## src/bts_pkg.sv

```systemverilog
// Purpose: shared constants and types of the brake test status block
// Assumes: 20 MHz clock, APB register access with 32-bit data
// Notes:   offsets are byte addresses, one aligned word per register
package bts_pkg;

  // clock and timing
  localparam int CLK_HZ           = 20_000_000;
  localparam int CYC_PER_US       = CLK_HZ / 1_000_000;
  localparam int STEP_TIMEOUT_US  = 1000;
  localparam int STEP_TIMEOUT_CYC = STEP_TIMEOUT_US * CYC_PER_US;
  localparam int HOLD_TIME_US     = 100;
  localparam int HOLD_CYC         = HOLD_TIME_US * CYC_PER_US;

  // register byte offsets
  localparam logic [7:0] OFF_CTRL   = 8'h00;
  localparam logic [7:0] OFF_CMD    = 8'h04;
  localparam logic [7:0] OFF_STATUS = 8'h08;
  localparam logic [7:0] OFF_ACCEL  = 8'h0c;
  localparam logic [7:0] OFF_ISTAT  = 8'h10;
  localparam logic [7:0] OFF_IMASK  = 8'h14;

  // control word fields
  localparam int CTL_SUP_EN  = 0;
  localparam int CTL_CFG_OK  = 1;
  localparam int CTL_ATT_LSB = 4;
  // command word fields
  localparam int CMD_TRIG  = 0;
  localparam int CMD_ABORT = 1;
  localparam int CMD_ACK   = 2;
  // status word fields
  localparam int STS_SUP      = 0;
  localparam int STS_ACK      = 1;
  localparam int STS_PROG_LSB = 4;
  localparam int STS_ERR_LSB  = 8;
  localparam int STS_FAIL_LSB = 16;
  // accel word fields
  localparam int AR_ACT_LSB = 0;
  localparam int AR_ST_LSB  = 16;
  // interrupt bits
  localparam int IRQ_W      = 4;
  localparam int IRQ_DONE   = 0;
  localparam int IRQ_ERR    = 1;
  localparam int IRQ_SUP    = 2;
  localparam int IRQ_ARFLT  = 3;

  // reset values
  localparam logic [31:0] CTRL_RST = 32'h0000_0000;
  localparam logic [3:0]  MASK_RST = 4'h0;

  // accel range supervisor state codes
  localparam logic [1:0] AR_NOT_RUN = 2'h0;
  localparam logic [1:0] AR_MONITOR = 2'h1;
  localparam logic [1:0] AR_FAULT   = 2'h2;

  // brake test error codes
  localparam logic [7:0] ERR_NONE    = 8'h00;
  localparam logic [7:0] ERR_START   = 8'h01;
  localparam logic [7:0] ERR_NOT_REL = 8'h02;
  localparam logic [7:0] ERR_APPLY   = 8'h03;
  localparam logic [7:0] ERR_RELEASE = 8'h04;
  localparam logic [7:0] ERR_CURRENT = 8'h05;
  localparam logic [7:0] ERR_MOTION  = 8'h06;
  localparam logic [7:0] ERR_CUR_FB  = 8'h07;
  localparam logic [7:0] ERR_COMM    = 8'h08;
  localparam logic [7:0] ERR_TIMEOUT = 8'h09;
  localparam logic [7:0] ERR_SYSTEM  = 8'h0a;
  localparam logic [7:0] ERR_USER    = 8'h0b;
  localparam logic [7:0] ERR_LOAD    = 8'h0c;
  localparam logic [7:0] ERR_UNKNOWN = 8'hff;

  // brake test progress
  typedef enum logic [2:0] {
    BTS_IDLE     = 3'b000,
    BTS_STARTING = 3'b001,
    BTS_STARTED  = 3'b010,
    BTS_TESTING  = 3'b011,
    BTS_STOPPING = 3'b100
  } bts_state_t;

  // per-brake phase
  typedef enum logic [1:0] {
    BTS_PH_APPLY   = 2'b00,
    BTS_PH_HOLD    = 2'b01,
    BTS_PH_RELEASE = 2'b10
  } bts_phase_t;

endpackage

```

## src/bts_top.sv

```systemverilog
// Purpose: brake supervision, brake test sequencer and supervisor status
// Assumes: all inputs synchronous to clk; two brakes at most
// Notes:   APB slave answers without wait states, pslverr on unmapped
//
// The register addresses and register access over APB were chosen for this implementation.
`timescale 1ns/1ps

module bts_top import bts_pkg::*; #(
  parameter int NAR         = 3,
  parameter int NB          = 2,
  parameter int TIMEOUT_CYC = STEP_TIMEOUT_CYC
) (
  input  logic             clk,
  input  logic             rst,
  input  logic [7:0]       paddr,
  input  logic             psel,
  input  logic             penable,
  input  logic             pwrite,
  input  logic [31:0]      pwdata,
  output logic [31:0]      prdata,
  output logic             pready,
  output logic             pslverr,
  input  logic [NAR-1:0]   ar_active_in,
  input  logic [2*NAR-1:0] ar_state_in,
  input  logic             axis_enabled,
  input  logic             axis_standstill,
  input  logic             stop_func_active,
  input  logic [NB-1:0]    brake_release_req,
  input  logic [NB-1:0]    brake_released_fb,
  input  logic             drive_current_ok,
  input  logic             motion_limit_hit,
  input  logic             current_fb_bad,
  input  logic             load_over_max,
  input  logic             comm_fault,
  input  logic             system_fault,
  output logic [NB-1:0]    brake_release_cmd,
  output logic             drive_current_req,
  output logic             irq
);

  // bus side state
  logic [31:0]      prdata_r;
  logic             pready_r;
  logic             pslverr_r;
  logic             sup_en_r;
  logic             cfg_ok_r;
  logic [NB-1:0]    att_r;
  logic [IRQ_W-1:0] mask_r;
  logic [IRQ_W-1:0] ist_r;
  logic [IRQ_W-1:0] ist_nxt;
  logic             irq_r;

  // sequencer state
  bts_state_t       st_r;
  bts_state_t       st_nxt;
  bts_phase_t       ph_r;
  bts_phase_t       ph_nxt;
  logic             sel_r;
  logic             sel_nxt;
  logic [15:0]      cnt_r;
  logic [15:0]      cnt_nxt;
  logic [7:0]       err_r;
  logic [7:0]       err_nxt;
  logic [NB-1:0]    fail_r;
  logic [NB-1:0]    fail_nxt;
  logic [NB-1:0]    rel_r;
  logic [NB-1:0]    rel_nxt;
  logic             cur_r;
  logic             cur_nxt;

  // supervision and status
  logic             sup_r;
  logic             sup_nxt;
  logic             ack_r;
  logic             ack_nxt;
  logic [NB-1:0]    brk_cmd_r;
  logic [NAR-1:0]   ar_act_r;
  logic [2*NAR-1:0] ar_st_r;
  logic [NAR-1:0]   ar_flt;

  // read words
  logic [31:0]      rd_ctrl;
  logic [31:0]      rd_status;
  logic [31:0]      rd_accel;

  // address decode
  wire a_ctrl   = (paddr == OFF_CTRL);
  wire a_cmd    = (paddr == OFF_CMD);
  wire a_status = (paddr == OFF_STATUS);
  wire a_accel  = (paddr == OFF_ACCEL);
  wire a_istat  = (paddr == OFF_ISTAT);
  wire a_imask  = (paddr == OFF_IMASK);
  wire a_hit    = a_ctrl | a_cmd | a_status | a_accel | a_istat | a_imask;

  // bus phases; a write lands at the access edge only
  wire setup = psel & ~penable;
  wire wr_en = psel & penable & pready_r & pwrite & a_hit;

  // commands, trigger only honoured when configured and idle
  wire cmd_wr  = wr_en & a_cmd;
  wire go      = cmd_wr & pwdata[CMD_TRIG] & cfg_ok_r & (st_r == BTS_IDLE);
  wire abort   = cmd_wr & pwdata[CMD_ABORT];
  wire ack_wr  = cmd_wr & pwdata[CMD_ACK];
  wire w1c_wr  = wr_en & a_istat;

  // read selection
  wire [31:0] rd_mux = a_ctrl   ? rd_ctrl :
                       a_status ? rd_status :
                       a_accel  ? rd_accel :
                       a_istat  ? {{(32-IRQ_W){1'b0}}, ist_r} :
                       a_imask  ? {{(32-IRQ_W){1'b0}}, mask_r} :
                       32'h0000_0000;

  // sequencer helpers
  wire running  = (st_r == BTS_STARTING) | (st_r == BTS_STARTED) | (st_r == BTS_TESTING);
  wire test_on  = (st_r == BTS_STARTED) | (st_r == BTS_TESTING);
  wire tmo      = (cnt_r == 16'(TIMEOUT_CYC - 1));
  wire hold_end = (cnt_r == 16'(HOLD_CYC - 1));
  wire first    = ~att_r[0];
  wire more     = (sel_r == 1'b0) & att_r[NB-1];
  wire all_rel  = ((brake_released_fb & att_r) == att_r);

  // events feeding the interrupt status
  wire enter_stop = (st_r != BTS_STOPPING) & (st_nxt == BTS_STOPPING);
  wire brk_flt    = enter_stop & ((err_nxt == ERR_APPLY) | (err_nxt == ERR_RELEASE) |
                    (err_nxt == ERR_MOTION) | (err_nxt == ERR_CUR_FB) |
                    (err_nxt == ERR_LOAD));
  wire ev_done    = (st_r == BTS_STOPPING);
  wire ev_err     = (st_r == BTS_STOPPING) & (err_r != ERR_NONE);
  wire ev_sup     = (sup_nxt != sup_r);
  wire ev_ar      = |ar_flt;
  wire [IRQ_W-1:0] ev = {ev_ar, ev_sup, ev_err, ev_done};

  // fault entry detection per accel range instance
  genvar gi;
  generate
    for (gi = 0; gi < NAR; gi++) begin : g_ar
      assign ar_flt[gi] = (ar_state_in[2*gi +: 2] == AR_FAULT) &
                          (ar_st_r[2*gi +: 2] != AR_FAULT);
    end
  endgenerate

  // assemble readable words
  always_comb begin
    rd_ctrl = 32'h0000_0000;
    rd_ctrl[CTL_SUP_EN] = sup_en_r;
    rd_ctrl[CTL_CFG_OK] = cfg_ok_r;
    rd_ctrl[CTL_ATT_LSB +: NB] = att_r;
    rd_status = 32'h0000_0000;
    rd_status[STS_SUP] = sup_r;
    rd_status[STS_ACK] = ack_r;
    rd_status[STS_PROG_LSB +: 3] = st_r;
    rd_status[STS_ERR_LSB +: 8] = err_r;
    rd_status[STS_FAIL_LSB +: NB] = fail_r;
    rd_accel = 32'h0000_0000;
    rd_accel[AR_ACT_LSB +: NAR] = ar_act_r;
    rd_accel[AR_ST_LSB +: 2*NAR] = ar_st_r;
  end

  // apb answer, no wait states
  always_ff @(posedge clk or posedge rst) begin
    if (rst) begin
      pready_r  <= 1'b0;
      pslverr_r <= 1'b0;
      prdata_r  <= 32'h0000_0000;
    end else begin
      pready_r  <= setup;
      pslverr_r <= setup & ~a_hit;
      if (setup) begin
        prdata_r <= pwrite ? 32'h0000_0000 : rd_mux;
      end
    end
  end

  // control and mask registers
  always_ff @(posedge clk or posedge rst) begin
    if (rst) begin
      sup_en_r <= CTRL_RST[CTL_SUP_EN];
      cfg_ok_r <= CTRL_RST[CTL_CFG_OK];
      att_r    <= CTRL_RST[CTL_ATT_LSB +: NB];
      mask_r   <= MASK_RST;
    end else begin
      if (wr_en & a_ctrl) begin
        sup_en_r <= pwdata[CTL_SUP_EN];
        cfg_ok_r <= pwdata[CTL_CFG_OK];
        att_r    <= pwdata[CTL_ATT_LSB +: NB];
      end
      if (wr_en & a_imask) begin
        mask_r <= pwdata[IRQ_W-1:0];
      end
    end
  end

  // sticky status, a new event wins over the clear
  assign ist_nxt = (ist_r & ~(w1c_wr ? pwdata[IRQ_W-1:0] : {IRQ_W{1'b0}})) | ev;

  always_ff @(posedge clk or posedge rst) begin
    if (rst) begin
      ist_r <= {IRQ_W{1'b0}};
      irq_r <= 1'b0;
    end else begin
      ist_r <= ist_nxt;
      irq_r <= |(ist_nxt & mask_r);
    end
  end

  // brake supervision engages at standstill, ends with the stop condition
  always_comb begin
    sup_nxt = sup_r;
    if (!sup_r) begin
      if (sup_en_r & stop_func_active & axis_standstill) begin
        sup_nxt = 1'b1;
      end
    end else if (!stop_func_active) begin
      sup_nxt = 1'b0;
    end
  end

  // acknowledge state, a brake fault wins over a software ack
  assign ack_nxt = brk_flt ? 1'b0 : (ack_wr ? 1'b1 : ack_r);

  // brake test sequencer
  always_comb begin
    st_nxt   = st_r;
    ph_nxt   = ph_r;
    sel_nxt  = sel_r;
    cnt_nxt  = cnt_r + 16'h0001;
    err_nxt  = err_r;
    fail_nxt = fail_r;
    rel_nxt  = rel_r;
    cur_nxt  = cur_r;
    case (st_r)
      BTS_IDLE: begin
        cnt_nxt = 16'h0000;
        if (go) begin
          st_nxt   = BTS_STARTING;
          err_nxt  = ERR_NONE;
          fail_nxt = {NB{1'b0}};
        end
      end
      BTS_STARTING: begin
        cnt_nxt = 16'h0000;
        if (!axis_enabled || !axis_standstill) begin
          err_nxt = ERR_START;
          st_nxt  = BTS_STOPPING;
        end else if (!all_rel) begin
          err_nxt = ERR_NOT_REL;
          st_nxt  = BTS_STOPPING;
        end else if (att_r == {NB{1'b0}}) begin
          st_nxt = BTS_STOPPING;
        end else begin
          st_nxt  = BTS_STARTED;
          cur_nxt = 1'b1;
          rel_nxt = att_r;
        end
      end
      BTS_STARTED: begin
        if (drive_current_ok) begin
          st_nxt  = BTS_TESTING;
          ph_nxt  = BTS_PH_APPLY;
          sel_nxt = first;
          cnt_nxt = 16'h0000;
        end else if (tmo) begin
          err_nxt = ERR_CURRENT;
          st_nxt  = BTS_STOPPING;
        end
      end
      BTS_TESTING: begin
        case (ph_r)
          BTS_PH_APPLY: begin
            rel_nxt[sel_r] = 1'b0;
            if (!brake_released_fb[sel_r]) begin
              ph_nxt  = BTS_PH_HOLD;
              cnt_nxt = 16'h0000;
            end else if (tmo) begin
              err_nxt         = ERR_APPLY;
              fail_nxt[sel_r] = 1'b1;
              st_nxt          = BTS_STOPPING;
            end
          end
          BTS_PH_HOLD: begin
            if (motion_limit_hit) begin
              err_nxt         = ERR_MOTION;
              fail_nxt[sel_r] = 1'b1;
              st_nxt          = BTS_STOPPING;
            end else if (current_fb_bad) begin
              err_nxt         = ERR_CUR_FB;
              fail_nxt[sel_r] = 1'b1;
              st_nxt          = BTS_STOPPING;
            end else if (load_over_max) begin
              err_nxt = ERR_LOAD;
              st_nxt  = BTS_STOPPING;
            end else if (hold_end) begin
              ph_nxt         = BTS_PH_RELEASE;
              rel_nxt[sel_r] = 1'b1;
              cnt_nxt        = 16'h0000;
            end
          end
          BTS_PH_RELEASE: begin
            if (brake_released_fb[sel_r]) begin
              cnt_nxt = 16'h0000;
              if (more) begin
                sel_nxt = 1'b1;
                ph_nxt  = BTS_PH_APPLY;
              end else begin
                st_nxt = BTS_STOPPING;
              end
            end else if (tmo) begin
              err_nxt         = ERR_RELEASE;
              fail_nxt[sel_r] = 1'b1;
              st_nxt          = BTS_STOPPING;
            end
          end
          default: begin
            err_nxt = ERR_UNKNOWN;
            st_nxt  = BTS_STOPPING;
          end
        endcase
      end
      BTS_STOPPING: begin
        cur_nxt = 1'b0;
        rel_nxt = att_r;
        cnt_nxt = 16'h0000;
        st_nxt  = BTS_IDLE;
      end
      default: begin
        err_nxt = ERR_UNKNOWN;
        st_nxt  = BTS_STOPPING;
      end
    endcase
    // overriding faults while the test runs
    if (running) begin
      if (system_fault) begin
        err_nxt = ERR_SYSTEM;
        st_nxt  = BTS_STOPPING;
      end else if (comm_fault) begin
        err_nxt = ERR_COMM;
        st_nxt  = BTS_STOPPING;
      end else if (abort) begin
        err_nxt = ERR_USER;
        st_nxt  = BTS_STOPPING;
      end else if (st_r == BTS_TESTING && ph_r == BTS_PH_HOLD && tmo) begin
        err_nxt = ERR_TIMEOUT;
        st_nxt  = BTS_STOPPING;
      end
    end
  end

  // sequencer registers
  always_ff @(posedge clk or posedge rst) begin
    if (rst) begin
      st_r   <= BTS_IDLE;
      ph_r   <= BTS_PH_APPLY;
      sel_r  <= 1'b0;
      cnt_r  <= 16'h0000;
      err_r  <= ERR_NONE;
      fail_r <= {NB{1'b0}};
      rel_r  <= {NB{1'b0}};
      cur_r  <= 1'b0;
    end else begin
      st_r   <= st_nxt;
      ph_r   <= ph_nxt;
      sel_r  <= sel_nxt;
      cnt_r  <= cnt_nxt;
      err_r  <= err_nxt;
      fail_r <= fail_nxt;
      rel_r  <= rel_nxt;
      cur_r  <= cur_nxt;
    end
  end

  // supervision, ack, brake outputs and sampled supervisor status
  always_ff @(posedge clk or posedge rst) begin
    if (rst) begin
      sup_r     <= 1'b0;
      ack_r     <= 1'b1;
      brk_cmd_r <= {NB{1'b0}};
      ar_act_r  <= {NAR{1'b0}};
      ar_st_r   <= {(2*NAR){1'b0}};
    end else begin
      sup_r     <= sup_nxt;
      ack_r     <= ack_nxt;
      brk_cmd_r <= sup_nxt ? {NB{1'b0}} :
                   (test_on ? rel_nxt : brake_release_req);
      ar_act_r  <= ar_active_in;
      ar_st_r   <= ar_state_in;
    end
  end

  // outputs, all from flip-flops
  assign prdata            = prdata_r;
  assign pready            = pready_r;
  assign pslverr           = pslverr_r;
  assign brake_release_cmd = brk_cmd_r;
  assign drive_current_req = cur_r;
  assign irq               = irq_r;

endmodule

```

## config.mk

```make
export PLATFORM = sky130hd
export DESIGN_NAME = bts_top
export DESIGN_NICKNAME = d
export VERILOG_FILES = /design/src/bts_pkg.sv /design/src/bts_top.sv
export SDC_FILE = /design/constraint.sdc
export NUM_CORES = 1
export LEC_CHECK = 0
export BUFFER_PORTS_ARGS = -buffer_cell sky130_fd_sc_hd__buf_2
export CAP_MARGIN = 20
export CORE_MARGIN = 8
export CORE_UTILIZATION = 54
export DETAILED_ROUTE_END_ITERATION = 12
export MAX_ROUTING_LAYER = met4
export PLACE_DENSITY_LB_ADDON = 0.12
export SYNTH_ARGS = -nofsm -noshare
export SYNTH_HDL_FRONTEND = slang
export SYNTH_SLANG_ARGS = --single-unit
```

## constraint.sdc

```tcl
create_clock -name clk -period 3.51 [get_ports clk]
set_clock_uncertainty 0.05 [all_clocks]
set_input_delay 0.702 -clock clk [delete_from_list [all_inputs] [get_ports clk]]
set_output_delay 0.702 -clock clk [all_outputs]
set_load 0.01 [all_outputs]
```

==> impl_metrics.tcl, run 1 <==
set metrics [dict create \
    place_area_sq_mm 0.00498 \
    num_antenna_cells 0 \
    grt_first_pass_wirelength_mm 19.2 \
    hold_class "in2async" \
    crit_slowest_cell "or4_4" \
    tightest_slew_ns 0.681 \
    finalWirelength_mm 11.8 \
    num-fill-cells 701 \
    design_area_sq_mm 0.00520 \
    fin_crit_sh 0.877 \
    slowest_delay_ns 0.59 \
    place.gp.congestion 0.937 \
    vias_per_cell 5.91 \
    internal-power_mw 1.43 \
    ctsRootBufferMaster "clkbuf_8" \
    p_comb_frac 0.065 \
    power.leakage_nw 2.45 \
    cts_buffers 9 \
    cpMostUsedCell "a21boi_0" \
    clock.fmax_mhz 325 \
    clockPowerShare 0.416 \
    ys_warn_count 0 \
    grt_overflow 0 \
    syn_avg_cell_area_sq_um 9.45 \
    synthToLayoutAreaGrowth_pct 15.4 \
    reg2reg_depth 8 \
    synth_cells 477 \
    cp.buffers_inverters 0 \
    rsz0062_at_grt "no" \
    core_sq_mm 0.00818 \
    routedWlPerCell_um 17.9 \
    finalNetCount 623 \
    ioPinCount 105 \
    synth-seq-area-share 0.466 \
    insertion_delay_ns 0.36 \
    synth_cell_types 66 \
    die_h_um 107 \
    dr_total_vias 3898 \
    clkSlewWorstSetupHoldPaths_ns 0.09 \
    layout_commonest_cell "dfrtp_1" \
    crit_type "reg2reg" \
    crit_end "ack_r" \
    die_w_um 107 \
    cts_max_level 3 \
    portBuffers 67 \
    cts_buffer_depth 2 \
    worstPathCellList "or4_4 > nor4_4 > a21boi_0 > o31ai_1 > a21boi_0 > o21ai_0 > a221oi_2 > a31oi_1" \
    first_pass_iters 4 \
    cp_top_family "compound AO/OA/AOI/OAI gates" \
    finalHoldViolations 0 \
    cts.sinks 84 \
    finalSetupViolCount 0 \
    cp.arrival_ns 3.29 \
    path_max_fanout 4 \
    ys_ff_latch 84 \
    cp.depth 8 \
    status "finished clean" \
    hold_buffers 0 \
    ant_nets 0 \
    start_util 0.552 \
    synth-edff-count 0 \
    grt_pass1_vias 3797 \
    finalPower_mw 1.90 \
    drt_iter0_drc 261 \
    worstPathRequired_ns 3.72 \
    cp-start-kind "flop" \
    max-cap-violations 0 \
    seq_power_share 0.519 \
    p_sw_frac 0.246 \
    fin_setup_tns_ns 0 \
    num_rows 33 \
    cts_tree "done" \
    postCtsSetupBuffers 0 \
    endpoint_kind "flop" \
    async_flop_share 1.00 \
    r2r_start "cnt_r[5]" \
    synth-main-ff-cell "dfrtp_1" \
    drv_slew 0 \
    r2r_end "ack_r" \
    drive_gt1_frac 0.225 \
    syn_area_sq_mm 0.00451 \
    grt.total_usage 0.212 \
    powerDensity_mw_per_mm2 365 \
    dp_hpwl_mm 8.89 \
    relSlewSlack 0.542 \
    ir_worst_vdd_uv 191 \
    cts_resized 0 \
    antenna_found_initial 0 \
    rrSetupSlack_ns 0.43 \
    final_cell_mix "dfrtp_1, buf_2, nor2_1" \
    crit_path_start "cnt_r[5]" \
    grt_max_degree 35 \
    drc 0 \
    dieArea_sq_mm 0.0115 \
    layout_min_cycle_time_ns 3.08 \
    p_sw_mw 0.467 \
]
synth_stat cells (4+ instances only):
cell | number | share of area
a21oi_1 | 32 | 0.036
clkbuf_1 | 15 | 0.012
o41ai_1 | 6 | 0.012
nand3b_1 | 7 | 0.012
nand2b_1 | 12 | 0.017
buf_4 | 11 | 0.018
nor4_1 | 8 | 0.011
nor3_1 | 12 | 0.013
nand4_1 | 11 | 0.015
nand3_1 | 11 | 0.012
dfrtp_1 | 83 | 0.46
nand2_1 | 43 | 0.036
inv_1 | 19 | 0.016
xor2_1 | 10 | 0.019
xnor2_1 | 4 | 0.0078
a31oi_1 | 6 | 0.0083
o21ai_0 | 25 | 0.028
mux2i_1 | 9 | 0.020
ha_1 | 6 | 0.017
mux2_2 | 8 | 0.020
nor2_1 | 49 | 0.041
a22o_1 | 15 | 0.029
o22ai_1 | 8 | 0.011
or2_2 | 4 | 0.0055
logic make-up after synthesis:
group / after synthesis / synth area share
flops: 84 / 0.466
compound gates: 124 / 0.188
other cells: 1 / 0.000832
xor+xnor: 14 / 0.0272
fa+ha+maj: 6 / 0.0166
buf+inv: 49 / 0.0522
mux: 17 / 0.0400
simple gates: 182 / 0.209
area by class of cell:
type / count / area [sq um] / area share
inverter: 19 / 72.6 / 0.0139
clock buffer: 9 / 124 / 0.0238
clock inverter: 7 / 105 / 0.0202
timing repair buffer: 82 / 448 / 0.0861
tap: 105 / 131 / 0.0252
multi-input combinational: 354 / 2220 / 0.427
sequential: 84 / 2100 / 0.404
state kept, by name (all words and copies together) (netlist names), 2 cells and up:
name and flops:
err_r 8, cnt_r 16, brake_release_cmd 2, ph_r 2
fail_r 2, att_r 2, ist_r 4, ar_act_r 3
mask_r 4, st_r 3, rel_r 2, prdata 21
ar_st_r 6
worst min-delay path by stage:
stage,to,depth (start not counted),startpoint
floorplan,cnt_r[0],1,cnt_r[0]
global placement,prdata[5],2,prdata[5]
detailed placement,prdata[20],1,ar_st_r[4]
CTS,prdata[17],2,rst
global route,ar_st_r[5],2,rst
finish,ar_st_r[5],2,rst
metal layers:
metal,share of wire,GRT usage
met5,0,-
met4,0.018,0.0654
met3,0.068,0.0455
met2,0.48,0.329
met1,0.44,0.271
stage by stage:
step           hold WS, ns  std cells  utilization  setup slack (ns)
6_report             0.229        660        0.637             0.431
5_1_grt              0.235        660        0.637             0.331
4_1_cts              0.223        660        0.637             0.502
2_1_floorplan        0.396        487            -             0.528
3_3_place_gp         0.407        644        0.609             0.459
3_5_place_dp         0.418        644        0.609             0.434
power groups by stage:
| stage | combinational [mW] | sequential [mW] | clock (mW) |
|---|---|---|---|
| 2_1_floorplan | 0.0776 | 1.00 | 0 |
| 3_3_place_gp | 0.121 | 1.00 | 0 |
| 3_5_place_dp | 0.123 | 1.00 | 0 |
| 4_1_cts | 0.124 | 0.985 | 0.809 |
| 5_1_grt | 0.140 | 0.987 | 0.842 |
| 6_report | 0.124 | 0.985 | 0.790 |
Power figures use the tool's default switching activity.
==> run 2, diff against run 1 <==
- CORE_ASPECT_RATIO: not set -> 0.5
==> impl_metrics.tcl, run 2 (synthesized netlist as in run 1, its figures left out) <==
set metrics [dict create \
    dp.cells 651 \
    p_sw_mw 0.465 \
    num_antenna_cells 0 \
    grtUsageMet3 0.0706 \
    dr_total_vias 3956 \
    power.leakage_nw 2.49 \
    vias_per_cell 5.93 \
    path_max_fanout 4 \
    ctsRootBufferMaster "clkbuf_16" \
    cts_resized 0 \
    crit_type "reg2reg" \
    grt.total_usage 0.212 \
    clockPowerShare 0.465 \
    final.setup.worst_slack_ns 0.441 \
    fin_setup_tns_ns 0 \
    clock.fmax_mhz 326 \
    seq_power_share 0.475 \
    crit_slowest_cell "or4_4" \
    grt_first_pass_wirelength_mm 19.5 \
    synthToLayoutAreaGrowth_pct 17.7 \
    slowest_delay_ns 0.59 \
    rrSetupSlack_ns 0.44 \
    hold_class "in2async" \
    status "finished clean" \
    final_cell_mix "dfrtp_1, buf_2, nor2_1" \
    rsz0062_at_grt "no" \
    reg2reg_depth 8 \
    layout_commonest_cell "dfrtp_1" \
    dp_hpwl_mm 8.55 \
    fin_crit_sh 0.874 \
    grt_max_degree 49 \
    first_pass_iters 7 \
    cts.sinks 84 \
    endpoint_kind "flop" \
    grt_pass1_vias 3826 \
    hold_buffers 0 \
    cp-start-kind "flop" \
    r2r_end "ack_r" \
    cts_buffers 9 \
    die_h_um 80.6 \
    p_comb_frac 0.060 \
    powerDensity_mw_per_mm2 392 \
    worstPathRequired_ns 3.71 \
    routedWlPerCell_um 17.6 \
    busiest_layer "met2" \
    grt.met1_usage 0.267 \
    max-cap-violations 0 \
    finalHoldViolations 0 \
    relSlewSlack 0.529 \
    start_util 0.560 \
    num-fill-cells 666 \
    clkSlewWorstSetupHoldPaths_ns 0.06 \
    drc 0 \
    r2r_start "cnt_r[5]" \
    internal-power_mw 1.61 \
    design_area_sq_mm 0.00531 \
    place_area_sq_mm 0.00500 \
    tightest_slew_ns 0.706 \
    drv_slew 0 \
    antenna_found_initial 0 \
    largest_register_ffs 21 \
    ir_worst_vdd_uv 232 \
    cts_tree "done" \
    ant_nets 0 \
    use_met2 0.330 \
    finalWirelength_mm 11.7 \
    pre_cts_ws_ns 0.489 \
    portBuffers 67 \
    insertion_delay_ns 0.33 \
    finalSetupViolCount 0 \
    finalPower_mw 2.08 \
    p_sw_frac 0.224 \
    cp.arrival_ns 3.27 \
    drive_gt1_frac 0.225 \
    dieArea_sq_mm 0.0117 \
    place.gp.congestion 0.935 \
    die_w_um 145 \
    cts_buffer_depth 2 \
    num_rows 23 \
    grt_overflow 0 \
    stdcell_count 667 \
    cts_max_level 3 \
    drt_iter0_drc 274 \
    core_sq_mm 0.00806 \
    layout_min_cycle_time_ns 3.07 \
    ioPinCount 105 \
    postCtsSetupBuffers 0 \
    worstPathCellList "or4_4 > nor4_4 > a21boi_0 > o31ai_1 > a21boi_0 > o21ai_0 > a221oi_2 > a31oi_1" \
    cpMostUsedCell "a21boi_0" \
    finalNetCount 623 \
]
## run 2: layout make-up
class                   count  area, sq um  share of cell area
repair buffers             82          460              0.0867
multi-input cells         354         2220               0.418
flip-flops and latches     84         2100               0.396
inverters                  19         72.6              0.0137
clock buffers              11          253              0.0476
clock inverters             5         58.8              0.0111
well taps                 112          140              0.0264
## run 2: how the worst max path moves through the flow
stage               slack, ns  endpoint  cells past startpoint  startpoint
floorplan                0.53     ack_r                      7    paddr[6]
global placement         0.48     ack_r                      9    paddr[6]
detailed placement       0.49     ack_r                     10    paddr[6]
CTS                      0.54     ack_r                      8    cnt_r[5]
global route             0.30     ack_r                      8    cnt_r[5]
finish                   0.44     ack_r                      8    cnt_r[5]
## run 2: critical path, delay by kind of cell, from the launching register on
kind,cells,cell delay (ns)
AO/OA/AOI/OAI,6,1.60
flip-flops,1,0.41
AND/OR/NAND/NOR,2,0.92
## run 2: power by group through the flow
stage	Clock [mW]	Combinational, mW	Sequential, mW
after floorplan	0	0.0776	1.00
after global placement	0	0.122	1.00
after detailed placement	0	0.123	1.00
after CTS	0.991	0.124	0.987
after global routing	1.04	0.138	0.988
final	0.968	0.124	0.987
## run 2: through the flow
step                utilization  hold WS [ns]
floorplan                     -         0.396
global placement          0.620         0.409
detailed placement        0.620         0.415
CTS                       0.659         0.406
global route              0.659         0.403
finish                    0.659         0.388
## run 2: routing by layer
metal | share of wire | wire, um
met1 | 0.46 | 5390
met5 | 0 | 0
met4 | 0.0078 | 91
met2 | 0.45 | 5300
met3 | 0.081 | 951
